===== src/core/fhar_pkg.sv =====
// Package for the fault history and automatic retry block
package fhar_pkg;
   // ==========================================
   // Register byte offsets
   localparam logic [7:0] OFS_PRESENT = 8'h00;
   localparam logic [7:0] OFS_PREV1 = 8'h04;
   localparam logic [7:0] OFS_PREV2 = 8'h08;
   localparam logic [7:0] OFS_PREV3 = 8'h0c;
   localparam logic [7:0] OFS_LIMIT = 8'h10;
   localparam logic [7:0] OFS_CTRL = 8'h14;
   localparam logic [7:0] OFS_STATUS = 8'h18;
   localparam logic [7:0] OFS_IRQ_STAT = 8'h1c;
   localparam logic [7:0] OFS_IRQ_MASK = 8'h20;
   localparam logic [7:0] OFS_COUNT = 8'h24;
   // ==========================================
   // Field positions and values
   localparam int CTRL_SRC_BIT = 0;
   localparam int CTRL_RST_BIT = 1;
   localparam int ST_TRIP_BIT = 0;
   localparam int ST_LOCK_BIT = 1;
   localparam int ST_PEND_BIT = 2;
   localparam int IRQ_TRIP_BIT = 0;
   localparam int IRQ_AUTO_BIT = 1;
   localparam int IRQ_LOCK_BIT = 2;
   localparam logic [7:0] LIMIT_MAX = 8'h0a;
   localparam logic [7:0] LIMIT_RESET = 8'h00;
   localparam logic [4:0] CODE_MAX = 5'h14;
   localparam logic [2:0] DI_FUNC_RESET = 3'h2;
   localparam logic [1:0] AXI_OKAY = 2'h0;
   localparam logic [1:0] AXI_SLVERR = 2'h2;
   // ==========================================
   // Fault codes
   localparam logic [4:0] CODE_NONE = 5'h00;
   localparam logic [4:0] CODE_PANEL_COMM = 5'h00;
   localparam logic [4:0] CODE_STANDBY_OVI = 5'h01;
   localparam logic [4:0] CODE_ACCEL_OVI = 5'h02;
   localparam logic [4:0] CODE_DECEL_OVI = 5'h03;
   localparam logic [4:0] CODE_STEADY_OVI = 5'h04;
   localparam logic [4:0] CODE_EXT_FAULT = 5'h05;
   localparam logic [4:0] CODE_BUS_OV = 5'h06;
   localparam logic [4:0] CODE_BUS_UV = 5'h07;
   localparam logic [4:0] CODE_THERMAL = 5'h08;
   localparam logic [4:0] CODE_TUNE_FAIL = 5'h0a;
   localparam logic [4:0] CODE_PARAM_RANGE = 5'h10;
   // ==========================================
   // Timing
   localparam longint CLK_HZ = 20000000;
   localparam longint RETRY_WAIT_S = 6;
   localparam longint RETRY_WAIT_CYC = RETRY_WAIT_S * CLK_HZ;
   // ==========================================
   // Types
   typedef enum logic [1:0]
   {
      PH_STANDBY = 2'b00,
      PH_ACCEL = 2'b01,
      PH_STEADY = 2'b11,
      PH_DECEL = 2'b10
   } fhar_phase_type;
   typedef enum logic [1:0]
   {
      ST_CLEAR = 2'b00,
      ST_WAIT = 2'b01,
      ST_HOLD = 2'b11
   } fhar_state_type;
   typedef struct packed
   {
      logic panel_comm_fail;
      logic over_voltage;
      logic over_current;
      logic ext_fault;
      logic bus_ov;
      logic bus_uv;
      logic thermal;
      logic tune_fail;
      logic param_range;
   } fhar_fault_type;
   typedef struct packed
   {
      logic [4:0] code;
      logic sub_current;
   } fhar_entry_type;
endpackage


===== src/core/fhar_core.sv =====
// Fault history, trip encoding and automatic retry with AXI4-Lite registers
`timescale 1ns/100ps
module fhar_core
   import fhar_pkg::*;
#(
   parameter longint RETRY_CYCLES = RETRY_WAIT_CYC
)
(
   // Clock and reset
   input wire logic core_clk,
   input wire logic resetn,
   // Fault detectors and drive state
   input wire fhar_fault_type fault_in,
   input wire fhar_phase_type phase_in,
   // Manual reset sources
   input wire logic panel_reset_btn,
   input wire logic [2:0] digital_input_terminal,
   // Drive control outputs
   output logic tripped,
   output logic restart_pulse,
   output logic continue_pulse,
   output logic irq,
   // AXI4-Lite slave
   input wire logic [7:0] s_axi_awaddr,
   input wire logic s_axi_awvalid,
   output logic s_axi_awready,
   input wire logic [31:0] s_axi_wdata,
   input wire logic [3:0] s_axi_wstrb,
   input wire logic s_axi_wvalid,
   output logic s_axi_wready,
   output logic [1:0] s_axi_bresp,
   output logic s_axi_bvalid,
   input wire logic s_axi_bready,
   input wire logic [7:0] s_axi_araddr,
   input wire logic s_axi_arvalid,
   output logic s_axi_arready,
   output logic [31:0] s_axi_rdata,
   output logic [1:0] s_axi_rresp,
   output logic s_axi_rvalid,
   input wire logic s_axi_rready
);

   // ==========================================
   // Declarations
   fhar_entry_type hist_r [4];
   fhar_state_type state_r;
   logic [7:0] limit_r;
   logic [3:0] count_r;
   logic run_src_r;
   logic [27:0] timer_r;
   logic [2:0] irq_stat_r;
   logic [2:0] irq_mask_r;
   logic [2:0] din_s1_r;
   logic [2:0] din_s2_r;
   logic btn_s1_r;
   logic btn_s2_r;
   logic manual_prev_r;
   fhar_fault_type flt_s1_r;
   fhar_fault_type flt_s2_r;
   fhar_fault_type flt_prev_r;
   logic trip_run_r;
   logic [7:0] aw_addr_r;
   logic aw_have_r;
   logic [31:0] w_data_r;
   logic [3:0] w_strb_r;
   logic w_have_r;
   logic manual_lvl;
   logic manual_evt;
   logic soft_reset;
   logic new_trip;
   logic auto_clear;
   logic lock_evt;
   logic wr_fire;
   fhar_entry_type trip_entry;
   fhar_fault_type flt_rise;

   // ==========================================
   // Trip encoder, lowest code wins
   function automatic fhar_entry_type encode(input fhar_fault_type f, input fhar_phase_type p);
      fhar_entry_type e;
      e.code = CODE_NONE;
      e.sub_current = 1'b0;
      if (f.panel_comm_fail)
         e.code = CODE_PANEL_COMM;
      else if (f.over_voltage || f.over_current)
      begin
         e.sub_current = f.over_current && !f.over_voltage;
         case (p)
            PH_STANDBY: e.code = CODE_STANDBY_OVI;
            PH_ACCEL: e.code = CODE_ACCEL_OVI;
            PH_DECEL: e.code = CODE_DECEL_OVI;
            PH_STEADY: e.code = CODE_STEADY_OVI;
            default: e.code = CODE_STEADY_OVI;
         endcase
      end
      else if (f.ext_fault)
         e.code = CODE_EXT_FAULT;
      else if (f.bus_ov)
         e.code = CODE_BUS_OV;
      else if (f.bus_uv)
         e.code = CODE_BUS_UV;
      else if (f.thermal)
         e.code = CODE_THERMAL;
      else if (f.tune_fail)
         e.code = CODE_TUNE_FAIL;
      else if (f.param_range)
         e.code = CODE_PARAM_RANGE;
      return e;
   endfunction

   // ==========================================
   // Input synchronisers
   always_ff @(posedge core_clk or negedge resetn)
   begin
      if (!resetn)
      begin
         din_s1_r <= 3'h0;
         din_s2_r <= 3'h0;
         btn_s1_r <= 1'b0;
         btn_s2_r <= 1'b0;
         flt_s1_r <= '0;
         flt_s2_r <= '0;
         flt_prev_r <= '0;
         manual_prev_r <= 1'b0;
      end
      else
      begin
         din_s1_r <= digital_input_terminal;
         din_s2_r <= din_s1_r;
         btn_s1_r <= panel_reset_btn;
         btn_s2_r <= btn_s1_r;
         flt_s1_r <= fault_in;
         flt_s2_r <= flt_s1_r;
         flt_prev_r <= flt_s2_r;
         manual_prev_r <= manual_lvl;
      end
   end

   assign flt_rise = flt_s2_r & ~flt_prev_r;
   assign manual_lvl = btn_s2_r || (din_s2_r == DI_FUNC_RESET);
   assign manual_evt = (manual_lvl && !manual_prev_r) || soft_reset;
   assign trip_entry = encode(flt_s2_r, phase_in);
   assign new_trip = (flt_rise != '0) && (state_r == ST_CLEAR);
   assign auto_clear = (state_r == ST_WAIT) && (timer_r == 28'(RETRY_CYCLES - 1)) && !manual_evt;
   assign lock_evt = new_trip && (!trip_run_r || {4'h0, count_r} >= limit_r);

   // ==========================================
   // Fault history
   always_ff @(posedge core_clk or negedge resetn)
   begin
      if (!resetn)
      begin
         for (int i = 0; i < 4; i++)
            hist_r[i] <= '0;
      end
      else if (new_trip)
      begin
         for (int i = 3; i > 0; i--)
            hist_r[i] <= hist_r[i-1];
         hist_r[0] <= trip_entry;
      end
   end

   // ==========================================
   // Retry state machine
   always_ff @(posedge core_clk or negedge resetn)
   begin
      if (!resetn)
         trip_run_r <= 1'b0;
      else
         trip_run_r <= (phase_in != PH_STANDBY);
   end

   always_ff @(posedge core_clk or negedge resetn)
   begin
      if (!resetn)
      begin
         state_r <= ST_CLEAR;
         timer_r <= 28'h0;
         count_r <= 4'h0;
      end
      else
      begin
         case (state_r)
            ST_CLEAR:
               if (new_trip)
               begin
                  timer_r <= 28'h0;
                  if (count_r != 4'hf)
                     count_r <= count_r + 4'h1;
                  if (lock_evt)
                     state_r <= ST_HOLD;
                  else
                     state_r <= ST_WAIT;
               end
               else if (manual_evt)
                  count_r <= 4'h0;
            ST_WAIT:
               if (manual_evt)
               begin
                  state_r <= ST_CLEAR;
                  count_r <= 4'h0;
               end
               else if (auto_clear)
                  state_r <= ST_CLEAR;
               else
                  timer_r <= timer_r + 28'h1;
            ST_HOLD:
               if (manual_evt)
               begin
                  state_r <= ST_CLEAR;
                  count_r <= 4'h0;
               end
            default: state_r <= ST_CLEAR;
         endcase
      end
   end

   // Auto clear restarts or continues per run source
   always_ff @(posedge core_clk or negedge resetn)
   begin
      if (!resetn)
      begin
         restart_pulse <= 1'b0;
         continue_pulse <= 1'b0;
      end
      else
      begin
         restart_pulse <= auto_clear && !run_src_r;
         continue_pulse <= auto_clear && run_src_r;
      end
   end

   assign tripped = (state_r != ST_CLEAR);
   assign irq = |(irq_stat_r & irq_mask_r);

   // ==========================================
   // AXI4-Lite write path
   assign s_axi_awready = !aw_have_r && !s_axi_bvalid;
   assign s_axi_wready = !w_have_r && !s_axi_bvalid;
   assign wr_fire = aw_have_r && w_have_r && !s_axi_bvalid;
   assign soft_reset = wr_fire && (aw_addr_r == OFS_CTRL) && w_strb_r[0] &&
      w_data_r[CTRL_RST_BIT];

   always_ff @(posedge core_clk or negedge resetn)
   begin
      if (!resetn)
      begin
         aw_have_r <= 1'b0;
         w_have_r <= 1'b0;
         aw_addr_r <= 8'h00;
         w_data_r <= 32'h0;
         w_strb_r <= 4'h0;
         s_axi_bvalid <= 1'b0;
         s_axi_bresp <= AXI_OKAY;
      end
      else
      begin
         if (s_axi_awvalid && s_axi_awready)
         begin
            aw_have_r <= 1'b1;
            aw_addr_r <= {s_axi_awaddr[7:2], 2'b00};
         end
         if (s_axi_wvalid && s_axi_wready)
         begin
            w_have_r <= 1'b1;
            w_data_r <= s_axi_wdata;
            w_strb_r <= s_axi_wstrb;
         end
         if (wr_fire)
         begin
            aw_have_r <= 1'b0;
            w_have_r <= 1'b0;
            s_axi_bvalid <= 1'b1;
            case (aw_addr_r)
               OFS_PRESENT, OFS_PREV1, OFS_PREV2, OFS_PREV3, OFS_STATUS, OFS_COUNT,
               OFS_LIMIT, OFS_CTRL, OFS_IRQ_STAT, OFS_IRQ_MASK: s_axi_bresp <= AXI_OKAY;
               default: s_axi_bresp <= AXI_SLVERR;
            endcase
         end
         else if (s_axi_bvalid && s_axi_bready)
            s_axi_bvalid <= 1'b0;
      end
   end

   // Configuration registers
   always_ff @(posedge core_clk or negedge resetn)
   begin
      if (!resetn)
      begin
         limit_r <= LIMIT_RESET;
         run_src_r <= 1'b0;
         irq_mask_r <= 3'h0;
      end
      else if (wr_fire && w_strb_r[0])
      begin
         if (aw_addr_r == OFS_LIMIT)
            limit_r <= (w_data_r[7:0] > LIMIT_MAX) ? LIMIT_MAX : w_data_r[7:0];
         if (aw_addr_r == OFS_CTRL)
            run_src_r <= w_data_r[CTRL_SRC_BIT];
         if (aw_addr_r == OFS_IRQ_MASK)
            irq_mask_r <= w_data_r[2:0];
      end
   end

   // Sticky events, set wins over write-one-to-clear
   always_ff @(posedge core_clk or negedge resetn)
   begin
      if (!resetn)
         irq_stat_r <= 3'h0;
      else
      begin
         for (int i = 0; i < 3; i++)
         begin
            if (wr_fire && aw_addr_r == OFS_IRQ_STAT && w_strb_r[0] && w_data_r[i])
               irq_stat_r[i] <= 1'b0;
         end
         if (new_trip)
            irq_stat_r[IRQ_TRIP_BIT] <= 1'b1;
         if (auto_clear)
            irq_stat_r[IRQ_AUTO_BIT] <= 1'b1;
         if (lock_evt)
            irq_stat_r[IRQ_LOCK_BIT] <= 1'b1;
      end
   end

   // ==========================================
   // AXI4-Lite read path
   assign s_axi_arready = !s_axi_rvalid;

   always_ff @(posedge core_clk or negedge resetn)
   begin
      if (!resetn)
      begin
         s_axi_rvalid <= 1'b0;
         s_axi_rdata <= 32'h0;
         s_axi_rresp <= AXI_OKAY;
      end
      else if (s_axi_arvalid && s_axi_arready)
      begin
         s_axi_rvalid <= 1'b1;
         s_axi_rresp <= AXI_OKAY;
         s_axi_rdata <= 32'h0;
         case ({s_axi_araddr[7:2], 2'b00})
            OFS_PRESENT: s_axi_rdata <= {23'h0, hist_r[0].sub_current, 3'h0, hist_r[0].code};
            OFS_PREV1: s_axi_rdata <= {23'h0, hist_r[1].sub_current, 3'h0, hist_r[1].code};
            OFS_PREV2: s_axi_rdata <= {23'h0, hist_r[2].sub_current, 3'h0, hist_r[2].code};
            OFS_PREV3: s_axi_rdata <= {23'h0, hist_r[3].sub_current, 3'h0, hist_r[3].code};
            OFS_LIMIT: s_axi_rdata <= {24'h0, limit_r};
            OFS_CTRL: s_axi_rdata <= {31'h0, run_src_r};
            OFS_STATUS: s_axi_rdata <= {29'h0, state_r == ST_WAIT, state_r == ST_HOLD, tripped};
            OFS_IRQ_STAT: s_axi_rdata <= {29'h0, irq_stat_r};
            OFS_IRQ_MASK: s_axi_rdata <= {29'h0, irq_mask_r};
            OFS_COUNT: s_axi_rdata <= {28'h0, count_r};
            default: s_axi_rresp <= AXI_SLVERR;
         endcase
      end
      else if (s_axi_rvalid && s_axi_rready)
         s_axi_rvalid <= 1'b0;
   end

endmodule


===== config.mk =====
export PLATFORM = sky130hd
export DESIGN_NAME = fhar_core
export DESIGN_NICKNAME = d
export VERILOG_FILES = /design/src/core/fhar_pkg.sv /design/src/core/fhar_core.sv
export SDC_FILE = /design/constraint.sdc
export NUM_CORES = 1
export LEC_CHECK = 0
export ABC_CLOCK_PERIOD_IN_PS = 2260
export BUFFER_PORTS_ARGS = -buffer_cell sky130_fd_sc_hd__buf_2
export CAP_MARGIN = 20
export CORE_MARGIN = 3
export CORE_UTILIZATION = 52
export CTS_CLUSTER_SIZE = 40
export DETAILED_ROUTE_END_ITERATION = 10
export PLACE_DENSITY = 0.74
export SLEW_MARGIN = 20
export SYNTH_ARGS = -nofsm -noshare
export SYNTH_HDL_FRONTEND = slang
export SYNTH_SLANG_ARGS = --single-unit
export TNS_END_PERCENT = 100

===== constraint.sdc =====
create_clock -name core_clk -period 2.26 [get_ports core_clk]
set_clock_uncertainty 0.15 [all_clocks]
set_input_delay 0.226 -clock core_clk [delete_from_list [all_inputs] [get_ports core_clk]]
set_output_delay 0.226 -clock core_clk [all_outputs]
set_load 0.01 [all_outputs]

==> flow_summary.ini, run 1 <==
[layout]
fin_area_sq_um = 8150
fin_cells = 916
finalNetCount = 820
num_antenna_cells = 0
post-route-util = 0.667
area_delta_synth_final_pct = 23.7
drive_gt1_frac = 0.222

[clocking]
cts_buffers = 17
cts_max_level = 4
cts_tree = done
cts.sinks = 142
clk_pin_slew_ps = 60
clkLatencyLatePin_ps = 420
clk_root_buffer_cell = clkbuf_16
clockBufferDepth = 2

[setup_path]
critPathTopFamily = simple AND/OR/NAND/NOR gates
critPathArrivalTime_ps = 2320
startpoint_type = flip-flop
critical_path_buf_inv_count = 0
crit_fanout = 5
crit_slowest_cell = dfrtp_1
critPathCaptureType = flip-flop
path_cells = nand3_1, or2_1, or3_4, a2111oi_4, xnor2_1, nor2_1
critical_path_required_ps = 2420
cpPeakStageDelay_ps = 430
crit_type = flip-flop to flip-flop
reg2reg_slack_ps = 100

[placed_design]
placedInstanceArea_sq_um = 7130
dp.cells = 850
numPortBuffers = 62
place.gp.congestion = 0.857
dpl.hpwl_mm = 9.79

[floorplanning]
row_count = 40
core_area_sq_um = 12200
design.die.area_sq_um = 14100
die_w_um = 119
die_h_um = 119
num_io_pins = 119
start_util = 0.539

[timing]
max_slew_margin = 0.640
hold_viol_final = 0
rsz0062_at_grt = yes
slew_violations = 0
setup_violations = 0
period_minus_slack_ps = 2160
fmaxAchievable_mhz = 463
fin_crit_sh = 0.957
worst_pin_slew_ps = 540
fin_tns_setup_ps = 0

[hold_path]
hold_class = input pin to flip-flop

[logic_synthesis]
synthAdderAreaFrac = 0.0190
syn_inst = 620
synth_xor_area_frac = 0.0319
synth_largest_area_cell = dfrtp_1
synth_top_family_by_area = simple AND/OR/NAND/NOR gates
yosys.area_share.simple = 0.189
yosys_warnings = 0
synth_seq_cells = 142
synth-compound-area-share = 0.0948
yosysMostFrequentCell = dfrtp_1
ys.flop_type = dfrtp_1
synth_edf_count = 0
ys_seq_area_frac = 0.539
ys_types = 70
synth_mux_area_frac = 0.0667
syn_avg_cell_area_sq_um = 10.6
synth_top_area_frac = 0.539
synth_top_cells_by_count = 142 x dfrtp_1, 104 x nand2_1, 56 x nor2_1
synthArstFlopShare = 1.00
netlist_area_sq_um = 6590
synth_area_leaders = dfrtp_1 54%, nand2_1 5.9%, mux2_2 3.6%

[routing]
via_per_inst = 5.47
ant_nets = 0
avgRoutedWirePerCell_um = 15.7
drt-initial-drc-count = 385
drc = 0
via_count = 5009
firstDrtPassIters = 7
drt-total-wl_mm = 14.4

[pwr]
combPwrFrac = 0.247
vdd.ir_drop.worst_mv = 0.689
p_sw_mw = 2.73
clockPowerShare = 0.352
p_int_mw = 5.86
power.total_mw = 8.60
p_leak_nw = 3.75
p_per_area_nw_per_um2 = 1050
power_frac_seq = 0.401
switching_share = 0.318

[flow_run]
drv_cap = 0

[global_route]
grt_pass1_vias = 5044
antenna_found_initial = 0
grt-ovfl-total = 0
grt_max_degree = 59
grt_pass1_wl_mm = 24.6
grt_usage = 0.219

[run_status]
status = finished, final reports clean
[metrics by stage]
step,setup WS [ps],hold WS (ps)
final,98.2,49.5
after detailed placement,12.8,87.0
after global placement,84.0,78.1
after global routing,-15.3,76.7
after floorplan,207,-220
after CTS,1.91,41.4
[cell families (layout without fill, tap and decap cells)]
logic type      Yosys count  in the layout
mux                      35             35
other cells               1             25
flops                   142            142
xor+xnor                 24             24
compound gates           84             84
simple gates            251            252
fa+ha+maj                10             10
buf+inv                  73            176
[area by class of cell]
cell class,count,area [sq um]
repair buffers,119,852
inverters,26,97.6
clock inverters,13,213
flip-flops and latches,142,3550
multi-input cells,430,2800
clock buffers,18,429
well taps,168,210
fillers,901,4060
[registers in the layout, summed over array words and instances (netlist names), 2 cells and up]
register     flops
flt_s1_r         9
flt_prev_r       9
s_axi_rdata      9
din_s1_r         3
w_data_r         8
flt_s2_r         9
irq_stat_r       3
aw_addr_r        6
irq_mask_r       3
count_r          4
hist_r          24
din_s2_r         3
limit_r          8
state_r          2
timer_r         28
[worst paths after layout]
check	startpoint	depth (start not counted)	end
worst min-delay path	phase_in[1]	4	trip_run_r$_DFF_PN0_
max in group asynchronous	resetn	3	w_data_r[7]$_DFFE_PN0P_
worst max register to register	timer_r[6]$_DFFE_PN0P_	6	timer_r[15]$_DFFE_PN0P_
worst min register to register	flt_s1_r[4]$_DFF_PN0_	0	flt_s2_r[4]$_DFF_PN0_
worst max-delay path	timer_r[6]$_DFFE_PN0P_	6	timer_r[15]$_DFFE_PN0P_
min in group asynchronous	resetn	2	timer_r[18]$_DFFE_PN0P_
[cell usage in the layout (no fill, tap or decap), types with 16 or more instances in the layout]
cell and instances:
nand2_1 103, dfrtp_1 142, buf_2 61, conb_1 25, buf_4 22, mux2_2 21
xnor2_1 22, clkbuf_16 17, o21ai_0 25, dlygate4sd3_1 33, nand3_1 16, inv_1 26
nor2_1 55
[metal layers]
layer	up-vias	GRT usage	wire length, um
met5	-	0	0
met4	0	0.0978	312
met3	32	0.0555	869
met2	189	0.344	7110
met1	2458	0.288	6120
li1	2330	-	-
[power groups by stage]
| stage | logic (mW) | clock network [mW] | registers [mW] |
|---|---|---|---|
| after floorplan | 1.41 | 0 | 3.36 |
| after global placement | 1.91 | 0 | 3.43 |
| final | 2.12 | 3.02 | 3.45 |
| after CTS | 2.07 | 3.06 | 3.44 |
| after global routing | 2.34 | 3.19 | 3.51 |
| after detailed placement | 2.00 | 0 | 3.47 |
[tightest hold or removal path, delay by kind of cell]
family	cells	cell delay (ps)
buf+inv	3	220
fa+ha+maj	1	130
[repair_timing]
item                                   in CTS  in global routing
endpoints found under the hold margin      88                  0
hold buffers                               33                  0
resized for setup                           0                  7
setup endpoints to repair                   0                 22
setup buffers                               0                  1
(Power assumes the default switching activity.)
==> inputs of run 2 (changes only) <==
--- a/config.mk
+++ b/config.mk
@@ -6,7 +6,7 @@
 export NUM_CORES = 1
 export LEC_CHECK = 0
 export ABC_CLOCK_PERIOD_IN_PS = 2260
-export BUFFER_PORTS_ARGS = -buffer_cell sky130_fd_sc_hd__buf_2
+export BUFFER_PORTS_ARGS = -buffer_cell sky130_fd_sc_hd__buf_4
 export CAP_MARGIN = 20
 export CORE_MARGIN = 3
 export CORE_UTILIZATION = 52
==> run 2 against run 1 <==
Compared with the run above: wire length is 0.44% higher; via count is 1.0% lower; sequential power about the same; worst hold slack better by 11 ps; count of clock-buffer cells in the layout up 3; highest routed layer unchanged; setup slack worse by 30 ps; register-to-register slack got worse by 30 ps; maximum frequency decreased by 1.4%; total power down 1.9%.
==> flow_summary.ini, run 2 (synthesis results as in run 1) <==
[run_status]
status = finished, final reports clean

[layout]
drive_gt1_frac = 0.234
fin_area_sq_um = 8340
layout_common_cells = 142 x dfrtp_1, 103 x nand2_1, 94 x buf_4
post-route-util = 0.683
num_antenna_cells = 0
largest_reg_flops = 28
regMostFlops = timer_r
area_delta_synth_final_pct = 26.6
finalNetCount = 832
reg_top3 = timer_r (28), hist_r (24)
layout_commonest_cell = dfrtp_1

[setup_path]
path_cells = or4b_1, nor4_2, and4b_4, a21oi_1, a311oi_1
cpPeakStageDelay_ps = 530
reg2reg_slack_ps = 70
crit_type = flip-flop to flip-flop
crit_fanout = 9
crit_slowest_cell = or4b_1
critPathCaptureType = flip-flop
critical_path_required_ps = 2410
startpoint_type = flip-flop
critPathArrivalTime_ps = 2350

[pwr]
p_leak_nw = 3.84
power_frac_seq = 0.409
vdd.ir_drop.worst_mv = 0.676
p_per_area_nw_per_um2 = 1010
p_int_mw = 5.74
p_sw_mw = 2.69
clockPowerShare = 0.322
switching_share = 0.319
power.total_mw = 8.43
combPwrFrac = 0.268

[routing]
drc = 0
drt-total-wl_mm = 14.5
ant_nets = 0
via_count = 4959
drt-initial-drc-count = 350
via_per_inst = 5.34
firstDrtPassIters = 5
avgRoutedWirePerCell_um = 15.6

[flow_run]
drv_cap = 0

[floorplanning]
num_io_pins = 119
row_count = 40
die_h_um = 119
die_w_um = 119
start_util = 0.539
core_area_sq_um = 12200
design.die.area_sq_um = 14100

[clocking]
clk_root_buffer_cell = clkbuf_16
cts.sinks = 142
clkLatencyLatePin_ps = 410
clockBufferDepth = 2
cts_buffers = 17
cts_max_level = 4
cts_tree = done
clk_pin_slew_ps = 60

[timing]
fmaxAchievable_mhz = 456
timing.hold.ws_ps = 60.1
period_minus_slack_ps = 2190
setup_violations = 0
fin_crit_sh = 0.970
slew_violations = 0
fin_tns_setup_ps = 0
hold_viol_final = 0

[hold_path]
hold_class = input pin to flip-flop

[global_route]
grt_pass1_wl_mm = 24.2
antenna_found_initial = 0
grt_pass1_vias = 5000
grt_usage = 0.214
grt_max_degree = 52
grt-ovfl-total = 0

[placed_design]
placedInstanceArea_sq_um = 7350
dpl.hpwl_mm = 9.74
numPortBuffers = 62
place.gp.congestion = 0.869
[run 2: cell count changes in the layout (fill, tap and decap cells not counted), sizes merged]
cell	previous run	this run
clkbuf	18	21
buf	86	98
clkinv	3	5
clkinvlp	3	4
bufinv	5	2
inv	28	26
[run 2: final timing paths]
kind,startpoint,end,cells after the start
setup / recovery,timer_r[20]$_DFFE_PN0P_,timer_r[2]$_DFFE_PN0P_,5
hold / removal,phase_in[1],trip_run_r$_DFF_PN0_,4
setup reg to reg,timer_r[20]$_DFFE_PN0P_,timer_r[2]$_DFFE_PN0P_,5
hold reg to reg,flt_s1_r[8]$_DFF_PN0_,flt_s2_r[8]$_DFF_PN0_,0
max in group asynchronous,resetn,flt_s2_r[4]$_DFF_PN0_,3
min in group asynchronous,resetn,restart_pulse$_DFF_PN0_,2
[run 2: final cells by class]
class                      instances  area (sq um)
sequential                       142          3550
fill                             877          3870
tap                              168           210
timing repair buffer             131          1110
clock inverter                    11           115
clock buffer                      21           470
multi-input combinational        430          2790
inverter                          26          97.6
[run 2: metrics by stage]
step | std cells | setup slack [ps]
2_1_floorplan | 644 | 207
3_3_place_gp | 858 | 83.6
5_1_grt | 929 | -29.8
6_report | 929 | 68.2
4_1_cts | 923 | 40.2
3_5_place_dp | 858 | -21.6
[run 2: worst max-delay path, delay by kind of cell, from the launching register on]
family,cells,cell delay [ps]
AND/OR/NAND/NOR,3,1110
flip-flops,1,410
AO/OA/AOI/OAI,2,400
[run 2: per-layer routing]
metal / global-route usage / part of all wire / vias to the layer above
li1: - / - / 2339
met1: 0.283 / 0.44 / 2441
met5: 0 / 0 / -
met2: 0.353 / 0.50 / 160
met4: 0.0717 / 0.015 / 0
met3: 0.0474 / 0.049 / 19
[run 2: power groups by stage]
stage               logic, mW  registers [mW]  clock network [mW]
floorplan                1.41            3.36                   0
global placement         2.05            3.43                   0
detailed placement       2.13            3.47                   0
CTS                      2.20            3.44                2.76
global route             2.48            3.51                2.89
finish                   2.26            3.45                2.72
[run 2: timing repair]
action	4_1_cts	5_1_grt
hold endpoints to repair	76	0
cloned	0	1
hold buffers	33	0
gates resized for setup	2	4
pin swaps	0	3
buffers inserted	0	5
endpoints found under the setup margin	4	14
